### config.mk
export PLATFORM = sky130hd
export DESIGN_NAME = rfdss_top
export DESIGN_NICKNAME = d
export VERILOG_FILES = /design/src/shared/rfdss_pkg.sv /design/src/design/rfdss_top.sv
export VERILOG_INCLUDE_DIRS = /design/src /design/src/shared
export SDC_FILE = /design/constraint.sdc
export NUM_CORES = 1
export LEC_CHECK = 0
export BUFFER_PORTS_ARGS = -buffer_cell sky130_fd_sc_hd__buf_2
export CELL_PAD_IN_SITES_DETAIL_PLACEMENT = 2
export CELL_PAD_IN_SITES_GLOBAL_PLACEMENT = 2
export CORE_MARGIN = 2
export CORE_UTILIZATION = 25
export CTS_CLUSTER_DIAMETER = 80
export DETAILED_ROUTE_END_ITERATION = 8
export GPL_TIMING_DRIVEN = 0
export PLACE_DENSITY = 0.87
export REMOVE_ABC_BUFFERS = 1
export SETUP_SLACK_MARGIN = 0.05
export SYNTH_ARGS = -nofsm -noshare
export SYNTH_HDL_FRONTEND = slang
export SYNTH_SLANG_ARGS = --single-unit
### constraint.sdc
create_clock -name clk -period 1.5 [get_ports clk]
set_input_delay 0.3 -clock clk [delete_from_list [all_inputs] [get_ports clk]]
set_output_delay 0.3 -clock clk [all_outputs]
set_load 0.005 [all_outputs]
### src/shared/rfdss_regs.svh
// Purpose: Register indices, field positions, codes and reset values of the driver source select block.
// Assumes: Byte address on APB is four times the register index.
// Notes:   Definitions only.
`ifndef RFDSS_REGS_SVH
`define RFDSS_REGS_SVH
`define RFDSS_IDX_CTRL       6'h14
`define RFDSS_IDX_DEPTH      6'h15
`define RFDSS_IDX_SRC        6'h16
`define RFDSS_IDX_STATUS     6'h30
`define RFDSS_IDX_TSEL       6'h31
`define RFDSS_RST_CTRL       8'h00
`define RFDSS_RST_DEPTH      8'h00
`define RFDSS_RST_SRC        8'h10
`define RFDSS_RST_TSEL       8'h00
`define RFDSS_MASK_CTRL      8'hfb
`define RFDSS_MASK_DEPTH     8'h40
`define RFDSS_MASK_SRC       8'h3f
`define RFDSS_MASK_TSEL      8'h07
`define RFDSS_BIT_B_INV_ON   7
`define RFDSS_BIT_A_INV_ON   6
`define RFDSS_BIT_B_INV_OFF  5
`define RFDSS_BIT_A_INV_OFF  4
`define RFDSS_BIT_B_CW       3
`define RFDSS_BIT_B_EN       1
`define RFDSS_BIT_A_EN       0
`define RFDSS_BIT_FORCE      6
`define RFDSS_DRV_HIZ        2'h0
`define RFDSS_DRV_ENCODER    2'h1
`define RFDSS_DRV_AUX_IN     2'h2
`define RFDSS_DRV_HIGH       2'h3
`define RFDSS_AUX_HIZ        4'h0
`define RFDSS_AUX_LOW        4'h1
`define RFDSS_AUX_HIGH       4'h2
`define RFDSS_AUX_TEST       4'h3
`define RFDSS_AUX_ENVELOPE   4'h4
`define RFDSS_AUX_TX_SERIAL  4'h5
`define RFDSS_AUX_RX_SERIAL  4'h7
`endif

### src/shared/rfdss_pkg.sv
// Purpose: Types shared by the driver source select block.
// Assumes: Eight-bit registers carried on a 32-bit APB.
// Notes:   Constants live in rfdss_regs.svh.
package rfdss_pkg;
  typedef logic [7:0]  rfdss_byte_t;
  typedef logic [31:0] rfdss_word_t;
  typedef logic [7:0]  rfdss_addr_t;
endpackage

### src/design/rfdss_top.sv
// Purpose: Selects and conditions the two antenna driver pins and the auxiliary modulation output.
// Assumes: Envelope, serial data and test bus come from logic on clk; carrier and aux input are pins.
// Notes:   Pin levels are registered; a pin input reaches the pins three edges after it changes.
// Behaviour
// - Driver B inverted while disabled, bit 5
// - Driver A inverted while disabled, bit 4
// - Bits 7/6 invert enabled driver B/A
// - Bit 3 gives enabled driver B (bit 1 set) unmodulated carrier
// - Bit 1 enables modulated carrier on B
// - Bit 0 enables modulated carrier on A
// - Depth bit 6 forces full-depth modulation
// - Depth register resets to zero
// - Source 00 puts both drivers high-Z
// - Source 01 feeds internal encoder envelope
// - Source 10 feeds envelope from aux input
// - Source 11 feeds constant high, inversions apply
// - Source register resets to 10h
// - Aux codes 0000/0001/0010: high-Z, low, high
// - Aux code 0011 routes selected test bit
// - Aux 0100 envelope, 0101 raw transmit stream
// - Aux 0111 outputs decoded receive stream
//
// The APB interface to the registers was decided locally.
`timescale 1ns/10ps
`include "rfdss_regs.svh"
module rfdss_top (
  input  wire logic                 clk,
  input  wire logic                 sys_rst,
  input  wire logic                 psel,
  input  wire logic                 penable,
  input  wire logic                 pwrite,
  input  wire rfdss_pkg::rfdss_addr_t paddr,
  input  wire rfdss_pkg::rfdss_word_t pwdata,
  output logic                      pready,
  output logic                      pslverr,
  output rfdss_pkg::rfdss_word_t    prdata,
  input  wire logic                 carrier_in,
  input  wire logic                 aux_modulation_input,
  input  wire logic                 encoder_envelope,
  input  wire logic                 tx_serial_data,
  input  wire logic                 rx_decoded_data,
  input  wire rfdss_pkg::rfdss_byte_t test_bus,
  input  wire logic                 soft_power_down,
  output logic                      antenna_driver_a,
  output logic                      antenna_driver_a_oe_n,
  output logic                      antenna_driver_b,
  output logic                      antenna_driver_b_oe_n,
  output logic                      aux_modulation_output,
  output logic                      aux_modulation_output_oe_n,
  output logic                      force_full_depth_modulation
);
  import rfdss_pkg::*;

  function automatic logic idx_hit(input rfdss_addr_t a, input logic [5:0] idx);
    idx_hit = (a[7:2] == idx) && (a[1:0] == 2'h0);
  endfunction

  rfdss_byte_t ctrl_r, ctrl_nxt;
  rfdss_byte_t depth_r, depth_nxt;
  rfdss_byte_t src_r, src_nxt;
  rfdss_byte_t tsel_r, tsel_nxt;
  rfdss_word_t rdata_r, rdata_nxt;
  logic        err_r, err_nxt;
  logic [1:0]  car_sync_r, aux_sync_r;
  logic        drv_a_r, drv_a_nxt, drv_a_oe_n_r, drv_a_oe_n_nxt;
  logic        drv_b_r, drv_b_nxt, drv_b_oe_n_r, drv_b_oe_n_nxt;
  logic        aux_r, aux_nxt, aux_oe_n_r, aux_oe_n_nxt;
  logic        wr_en, setup;
  logic        mapped;
  logic        carrier_s, aux_in_s, env;
  logic [1:0]  driver_source_field;
  logic [3:0]  aux_output_source_field;
  logic [2:0]  test_bus_bit_select;
  logic        drv_a_invert_when_on, drv_a_invert_when_off, drv_a_modulated_enable;
  logic        drv_b_invert_when_on, drv_b_invert_when_off, drv_b_modulated_enable;
  logic        drv_b_continuous_carrier;

  assign drv_b_invert_when_on     = ctrl_r[`RFDSS_BIT_B_INV_ON];
  assign drv_a_invert_when_on     = ctrl_r[`RFDSS_BIT_A_INV_ON];
  assign drv_b_invert_when_off    = ctrl_r[`RFDSS_BIT_B_INV_OFF];
  assign drv_a_invert_when_off    = ctrl_r[`RFDSS_BIT_A_INV_OFF];
  assign drv_b_continuous_carrier = ctrl_r[`RFDSS_BIT_B_CW];
  assign drv_b_modulated_enable   = ctrl_r[`RFDSS_BIT_B_EN];
  assign drv_a_modulated_enable   = ctrl_r[`RFDSS_BIT_A_EN];
  assign driver_source_field      = src_r[5:4];
  assign aux_output_source_field  = src_r[3:0];
  assign test_bus_bit_select      = tsel_r[2:0];
  assign carrier_s                = car_sync_r[1];
  assign aux_in_s                 = aux_sync_r[1];

  // Every access completes in its first access cycle; read data is latched in the setup cycle.
  assign setup   = psel && !penable;
  assign wr_en   = psel && penable && pwrite && !pslverr;
  assign mapped  = idx_hit(paddr, `RFDSS_IDX_CTRL) || idx_hit(paddr, `RFDSS_IDX_DEPTH) ||
                   idx_hit(paddr, `RFDSS_IDX_SRC) || idx_hit(paddr, `RFDSS_IDX_TSEL) ||
                   (idx_hit(paddr, `RFDSS_IDX_STATUS) && !pwrite);
  assign pready  = psel && penable;
  assign pslverr = psel && penable && err_r;
  assign prdata  = rdata_r;

  always_comb begin
    ctrl_nxt  = ctrl_r;
    depth_nxt = depth_r;
    src_nxt   = src_r;
    tsel_nxt  = tsel_r;
    rdata_nxt = rdata_r;
    err_nxt   = err_r;
    if (setup) begin
      err_nxt   = !mapped;
      rdata_nxt = 32'h0000_0000;
      if (idx_hit(paddr, `RFDSS_IDX_CTRL)) rdata_nxt[7:0] = ctrl_r;
      if (idx_hit(paddr, `RFDSS_IDX_DEPTH)) rdata_nxt[7:0] = depth_r;
      if (idx_hit(paddr, `RFDSS_IDX_SRC)) rdata_nxt[7:0] = src_r;
      if (idx_hit(paddr, `RFDSS_IDX_TSEL)) rdata_nxt[7:0] = tsel_r;
      if (idx_hit(paddr, `RFDSS_IDX_STATUS)) begin
        rdata_nxt[5:0] = {aux_r, aux_oe_n_r, drv_b_r, drv_b_oe_n_r, drv_a_r, drv_a_oe_n_r};
      end
    end
    if (wr_en) begin
      // Reserved bits are masked off so they always read back as zero.
      if (idx_hit(paddr, `RFDSS_IDX_CTRL)) ctrl_nxt = pwdata[7:0] & `RFDSS_MASK_CTRL;
      if (idx_hit(paddr, `RFDSS_IDX_DEPTH)) depth_nxt = pwdata[7:0] & `RFDSS_MASK_DEPTH;
      if (idx_hit(paddr, `RFDSS_IDX_SRC)) src_nxt = pwdata[7:0] & `RFDSS_MASK_SRC;
      if (idx_hit(paddr, `RFDSS_IDX_TSEL)) tsel_nxt = pwdata[7:0] & `RFDSS_MASK_TSEL;
    end
  end

  always_ff @(posedge clk) begin
    if (sys_rst) begin
      ctrl_r  <= `RFDSS_RST_CTRL;
      depth_r <= `RFDSS_RST_DEPTH;
      src_r   <= `RFDSS_RST_SRC;
      tsel_r  <= `RFDSS_RST_TSEL;
      rdata_r <= 32'h0000_0000;
      err_r   <= 1'b0;
    end else begin
      ctrl_r  <= ctrl_nxt;
      depth_r <= depth_nxt;
      src_r   <= src_nxt;
      tsel_r  <= tsel_nxt;
      rdata_r <= rdata_nxt;
      err_r   <= err_nxt;
    end
  end

  always_ff @(posedge clk) begin
    if (sys_rst) begin
      car_sync_r <= 2'h0;
      aux_sync_r <= 2'h0;
    end else begin
      car_sync_r <= {car_sync_r[0], carrier_in};
      aux_sync_r <= {aux_sync_r[0], aux_modulation_input};
    end
  end

  always_comb begin
    unique case (driver_source_field)
      `RFDSS_DRV_ENCODER: env = encoder_envelope;
      `RFDSS_DRV_AUX_IN:  env = aux_in_s;
      `RFDSS_DRV_HIGH:    env = 1'b1;
      `RFDSS_DRV_HIZ:     env = 1'b0;
    endcase
  end

  // A disabled driver shows only its off-state inversion level; it never carries the carrier.
  always_comb begin
    drv_a_nxt      = drv_a_modulated_enable ? ((carrier_s & env) ^ drv_a_invert_when_on)
                                            : drv_a_invert_when_off;
    drv_b_nxt      = drv_b_modulated_enable ? (((carrier_s & (env | drv_b_continuous_carrier)))
                                               ^ drv_b_invert_when_on)
                                            : drv_b_invert_when_off;
    // Soft power-down does not float the drivers unless high-Z is the selected source.
    drv_a_oe_n_nxt = (driver_source_field == `RFDSS_DRV_HIZ);
    drv_b_oe_n_nxt = (driver_source_field == `RFDSS_DRV_HIZ);
    if (soft_power_down) begin
      drv_a_nxt = drv_a_invert_when_off;
      drv_b_nxt = drv_b_invert_when_off;
    end
    if (drv_a_oe_n_nxt) begin
      drv_a_nxt = 1'b0;
      drv_b_nxt = 1'b0;
    end
  end

  // Reserved aux codes float the pin rather than show an undefined signal.
  always_comb begin
    aux_nxt      = 1'b0;
    aux_oe_n_nxt = 1'b0;
    unique case (aux_output_source_field)
      `RFDSS_AUX_LOW:       aux_nxt = 1'b0;
      `RFDSS_AUX_HIGH:      aux_nxt = 1'b1;
      `RFDSS_AUX_TEST:      aux_nxt = test_bus[test_bus_bit_select];
      `RFDSS_AUX_ENVELOPE:  aux_nxt = encoder_envelope;
      `RFDSS_AUX_TX_SERIAL: aux_nxt = tx_serial_data;
      `RFDSS_AUX_RX_SERIAL: aux_nxt = rx_decoded_data;
      default:              aux_oe_n_nxt = 1'b1;
    endcase
  end

  always_ff @(posedge clk) begin
    if (sys_rst) begin
      drv_a_r      <= 1'b0;
      drv_a_oe_n_r <= 1'b1;
      drv_b_r      <= 1'b0;
      drv_b_oe_n_r <= 1'b1;
      aux_r        <= 1'b0;
      aux_oe_n_r   <= 1'b1;
    end else begin
      drv_a_r      <= drv_a_nxt;
      drv_a_oe_n_r <= drv_a_oe_n_nxt;
      drv_b_r      <= drv_b_nxt;
      drv_b_oe_n_r <= drv_b_oe_n_nxt;
      aux_r        <= aux_nxt;
      aux_oe_n_r   <= aux_oe_n_nxt;
    end
  end

  assign antenna_driver_a            = drv_a_r;
  assign antenna_driver_a_oe_n       = drv_a_oe_n_r;
  assign antenna_driver_b            = drv_b_r;
  assign antenna_driver_b_oe_n       = drv_b_oe_n_r;
  assign aux_modulation_output       = aux_r;
  assign aux_modulation_output_oe_n  = aux_oe_n_r;
  assign force_full_depth_modulation = depth_r[`RFDSS_BIT_FORCE];

  logic quiet;
  assign quiet = !soft_power_down && !psel;
endmodule

---- Word-level counts from Yosys, hierarchy flattened ----
Index checks and enable logic that the tools add are counted.
word-level totals
  input bits .............................. 59
  bits in read-only memories .............. 0
  flip-flop bits (word level) ............. 35
  latch bits .............................. 0
  output and inout bits ................... 41
  memories kept ........................... 0
  logic and storage cells ................. 74
  bits in writable memories ............... 0
operators by class
  reductions and logical operators ........ 27
  multiply operators ...................... 0
  shifts and indexed selects .............. 0
  divide/modulo/power cells ............... 0
  magnitude comparators ................... 1
  add/sub/neg operators ................... 0
  bitwise logic cells ..................... 5
  muxes and demuxes ....................... 14
  equal/unequal tests ..................... 14
operators by type and width
  cell                                                        number
  2-to-1 mux 8 bit                                            4
  == test 6 x 5 -> 1 bit, second input constant               3
  == test 4 x 3 -> 1 bit, second input constant               3
  == test 6 bit, second input constant                        2
  logical AND 1 bit                                           11
  == test 4 x 2 -> 1 bit, second input constant               2
  AND reduction 2 bit                                         4
  2-to-1 mux 1 bit                                            6
  2-to-1 mux 6 bit                                            1
  OR reduction 6 bit                                          1
  one-hot mux 1 bit (5 select lines)                          1
  == test 2 bit, second input constant                        2
  == test 4 x 1 -> 1 bit, second input constant               1
  logical NOT 1 bit                                           4
  logical NOT 2 bit                                           2
  logical OR 1 bit                                            4
  less-than comparator 3 x 4 -> 1 bit, second input constant  1
  one-hot mux 1 bit (4 select lines)                          1
  binary-select mux 1 bit (select 3 bit)                      1
  bitwise AND 1 bit                                           2
  == test 2 x 1 -> 1 bit, second input constant               1
  OR reduction 2 bit                                          1
  XOR 1 bit                                                   2
  bitwise OR 1 bit                                            1

---- Longest topological paths before layout ----
  depth in word-level cells ............... 7
  mapped depth ............................ 6
  gate-level depth less buffers ........... 4

---- Worst setup path after synthesis ----
Ideal clock, no wire load.
  path type ............................... input port to flip-flop
  start ................................... input port paddr[7]
  end ..................................... register src_r[4]
  data required time ...................... 1380 ps
  stages on the path ...................... 4
  arrival ................................. 1244 ps
  path buffers ............................ 1
  library setup time ...................... 120 ps
  setup slack ............................. 136 ps
  cell sequence ........................... and4bb_1 -> buf_2 -> nand4_2 -> a211o_1
between the ends
  word-level cells in the longest chain between the ends .. 3
ends and longest elaborated chain
  item                           RTL line          text
  start, declared                rfdss_top.sv:32   input wire rfdss_pkg::rfdss_addr_t paddr,
  == test 6 x 5 -> 1 bit         rfdss_top.sv:55   idx_hit = (a[7:2] == idx) && (a[1:0] == 2'h0);
  logical AND 1 bit              rfdss_top.sv:55
  AND reduction 2 bit (no line)  n/a
  end signal, assigned           rfdss_top.sv:132  src_r <= `RFDSS_RST_SRC;
  end signal, assigned           rfdss_top.sv:139  src_r <= src_nxt;
  end, declared                  rfdss_top.sv:60   rfdss_byte_t src_r, src_nxt;
No other way between the ends.
A chain may end at the register's enable or synchronous reset.

---- Worst setup path in the final report ----
  start ................................... register tsel_r[0]
  end ..................................... register aux_r (netlist: aux_modulation_output)
between the ends
  word-level cells in the longest chain between the ends .. 3
ends and longest elaborated chain
  item                                    RTL line          text
  start, declared                         rfdss_top.sv:61   rfdss_byte_t tsel_r, tsel_nxt;
  start signal, assigned                  rfdss_top.sv:133  tsel_r <= `RFDSS_RST_TSEL;
  start signal, assigned                  rfdss_top.sv:140  tsel_r <= tsel_nxt;
  binary-select mux 1 bit (select 3 bit)  rfdss_top.sv:192  `RFDSS_AUX_TEST: aux_nxt = test_bus[test_bus_bit_select];
  2-to-1 mux 1 bit (implied by the code)  rfdss_top.sv:192
  one-hot mux 1 bit (5 select lines)      rfdss_top.sv:189  unique case (aux_output_source_field)
  end signal, assigned                    rfdss_top.sv:213  aux_r <= aux_nxt;
  end, declared                           rfdss_top.sv:67   logic aux_r, aux_nxt, aux_oe_n_r, aux_oe_n_nxt;
No other way between the ends. The select of a mux whose other input is x is not followed.

==> flow_summary_export.csv <==
group,metric,value,unit
logic_synthesis,synth_edf_count,0,
layout,final_cell_mix,"buf_2, dfxtp_1, nor2_1",
layout,drive_above_1_share,30.7,%
timing,tightest_slew,0.628,ns
routing,postRouteAntennaNets,0,
min_path,worstHoldPathCells,2,
worst_setup_path,rrSetupSlack,0.07,ns
outcome,outcome,"finished, final reports clean",
timing,skew,0.00210,ns
timing,hold_viol,0,
logic_synthesis,yosys_warnings,0,
worst_setup_path,crit_buf_inv,0,
logic_synthesis,ys_ff_latch,35,
routing,dr_total_vias,1602,
worst_setup_path,arrival,1.60,ns
layout,final_common_cell,"buf_2",
global_routing,grt_pass1_wl,8870,um
logic_synthesis,synth.distinct_cells,47,
floorplan,dieArea,0.00836,mm2
worst_setup_path,reg2reg_from,"tsel_r[0]$_SDFFE_PP0P_",
clocking,cts_buffers,5,
timing,slew_headroom,58.1,%
worst_setup_path,endpoint_kind,"register",
layout,fillers,862,
worst_setup_path,cp_slowest_cell,"mux4_2",
logic_synthesis,synth_ff_type,"dfxtp_1",
layout,syn_to_final_growth,20.1,%
timing,final_max_slew_viol_count,0,
timing,period_share,95.6,%
placed_design,gp_congestion,0.769,
clocking,tritoncts,"done",
logic_synthesis,synthCells,205,
power,vdd_drop_max,0.309,mV
global_routing,grt_antenna_before_repair,0,
worst_setup_path,crit_family,"multiplexers",
worst_setup_path,required,1.67,ns
clocking,postCtsHoldBufs,0,
placed_design,port_buffers,51,
routing,drt_iter0_drc,55,
worst_setup_path,path_depth,4,
global_routing,track_usage,13.2,%
min_path,whs_endpoint,"car_sync_r[0]$_SDFF_PP0_",
worst_setup_path,reg2reg_to,"aux_modulation_output$_SDFF_PP0_",
clocking,cts.sinks,35,
floorplan,core_area,0.00733,mm2
layout,nets,312,
floorplan,die_height,91.5,um
timing,max_freq,698,MHz
layout,n_antenna_cell,0,
logic_synthesis,seq_area_frac_synth,36.6,%
clocking,clk_path_buf_depth,2,
layout,utilization,31.3,%
routing,totalWireLength,5520,um
power,p_per_area,818,mW/mm2
clocking,clkLatencyLatePin,0.28,ns
worst_setup_path,crit_chain,"mux4_2 -> mux2i_1 -> nand3_1 -> and3_1",
logic_synthesis,syn_area,0.00191,mm2
floorplan,rows,31,
worst_setup_path,cp_max_fo,4,
worst_setup_path,slowest_delay,0.50,ns
min_path,hold_path.class,"input pin to register",
worst_setup_path,worst-setup-path-type,"register to register",
routing,wl_per_cell,15.6,um
placed_design,hpwl,4230,um
power,total_leakage_power,1.04,nW
worst_setup_path,startpoint_type,"register",
timing,period_minus_slack,1.43,ns
floorplan,ioPinCount,100,
timing,whs,0.229,ns
global_routing,grt_pass1_vias,1715,
run,cap_violations,0,
timing,rsz0062_at_grt,"yes",
min_path,hold_start,"carrier_in",
logic_synthesis,synth_area_per_cell,9.33,um2
global_routing,grt_max_degree,34,
floorplan,initial_core_util,26.1,%
clocking,clk_pin_slew,0.07,ns
clocking,htree_levels,2,
global_routing,gr-total-overflow,0,
timing,setup_viol,0,
routing,drc,0,
clocking,root_buffer,"clkbuf_8",
worst_setup_path,worstRegToRegCells,4,
logic_synthesis,synthArstFlopShare,0,%
floorplan,die_x,91.5,um
routing,via_per_inst,4.54,
routing,firstDrtPassIters,4,
[stage by stage]
stage / TNS [ns] / cells / instance area (um2) / total power [mW] / setup slack [ns]
finish: 0 / 353 / 2300 / 1.88 / 0.0666
global route: 0 / 353 / 2300 / 1.97 / 0.00998
CTS: 0 / 352 / 2270 / 1.89 / 0.0594
detailed placement: -7.91 / 344 / 2150 / 1.15 / -0.508
global placement: -6.16 / 344 / 2150 / 1.14 / -0.468
floorplan: -0.0717 / 194 / 1770 / 1.04 / -0.0717
[report_power, final]
part           leakage, nW  switching [mW]  internal, mW  total, mW
Clock               0.0515           0.324         0.419      0.743
Sequential           0.285         0.00562         0.939      0.944
Combinational        0.702           0.117        0.0736      0.190
Total                 1.04           0.446          1.43       1.88
[synthesized netlist by cell type (all sizes together), types with 2 or more instances]
master | n | share of area (%)
a211oi | 3 | 1.4
a21oi | 4 | 1.2
a221o | 2 | 1.0
a22oi | 3 | 1.2
and2 | 2 | 0.65
and3 | 2 | 0.65
and4bb | 2 | 1.3
buf | 31 | 12
clkbuf | 3 | 0.59
dfxtp | 35 | 37
inv | 4 | 0.79
mux2 | 2 | 1.4
mux2i | 17 | 8.9
mux4 | 2 | 2.4
nand2 | 8 | 1.6
nand2b | 2 | 0.65
nand3 | 10 | 3.4
nand3b | 3 | 1.2
nand4 | 5 | 2.0
nor2 | 25 | 4.9
nor2b | 8 | 2.6
nor3 | 4 | 1.9
o21a | 4 | 1.6
o21ai | 8 | 2.1
xor2 | 3 | 1.4
[worst reg2reg max path, cell delays in order, from the launching register on]
cell and delay (ns):
dfxtp_4 0.38, mux4_2 0.50, mux2i_1 0.17, nand3_1 0.10, and3_1 0.17
[state kept, by name, indices dropped and copies added, names as in the netlist]
| signal | cells |
|---|---|
| antenna_driver_a | 1 |
| antenna_driver_b | 1 |
| antenna_driver_b_oe_n | 1 |
| aux_modulation_output | 1 |
| aux_modulation_output_oe_n | 1 |
| aux_sync_r | 2 |
| car_sync_r | 2 |
| ctrl_r | 7 |
| depth_r | 1 |
| err_r | 1 |
| prdata | 8 |
| src_r | 6 |
| tsel_r | 3 |
[cells by family after synthesis]
| kind of cell | count (synthesis) | share of synthesized area, % |
|---|---|---|
| other cells | 1 | 0.196 |
| simple gates | 76 | 24.7 |
| buf+inv | 38 | 12.9 |
| flops | 35 | 36.6 |
| mux | 21 | 12.6 |
| compound gates | 31 | 11.6 |
| xor+xnor | 3 | 1.37 |
[worst max path at each step]
stage                            from                                to  slack, ns
6_report       tsel_r[0]$_SDFFE_PP0P_  aux_modulation_output$_SDFF_PP0_       0.07
5_1_grt        tsel_r[0]$_SDFFE_PP0P_  aux_modulation_output$_SDFF_PP0_       0.01
4_1_cts        tsel_r[0]$_SDFFE_PP0P_  aux_modulation_output$_SDFF_PP0_       0.06
3_5_place_dp                 paddr[7]             src_r[4]$_SDFFE_PP1P_      -0.51
3_3_place_gp                 paddr[7]             src_r[4]$_SDFFE_PP1P_      -0.47
2_1_floorplan                paddr[7]             src_r[4]$_SDFFE_PP1P_      -0.07
[per-layer routing]
metal	GRT usage [%]	vias up	part of all wire (%)	wire length (um)
met3	3.07	2	5.4	299
met2	23.4	45	48	2680
met1	16.3	785	46	2530
met4	2.27	0	0.25	14
met5	0	-	0	0
li1	-	770	-	-
[cell type report]
type                       instances  area [um2]  area share, %
clock buffer                       8         100           4.36
inverter                           4        15.0          0.654
multi-input combinational        155        1090           47.5
sequential                        35         704           30.7
tap                               99         124           5.40
timing repair buffer              52         263           11.4
[timing repair]
action,CTS,global route
resized for setup,6,5
endpoints found under the setup margin,16,13
pin swaps,0,1
cloned,0,0
setup buffers,0,1
Note: power is estimated with default switching activity, not from simulation.
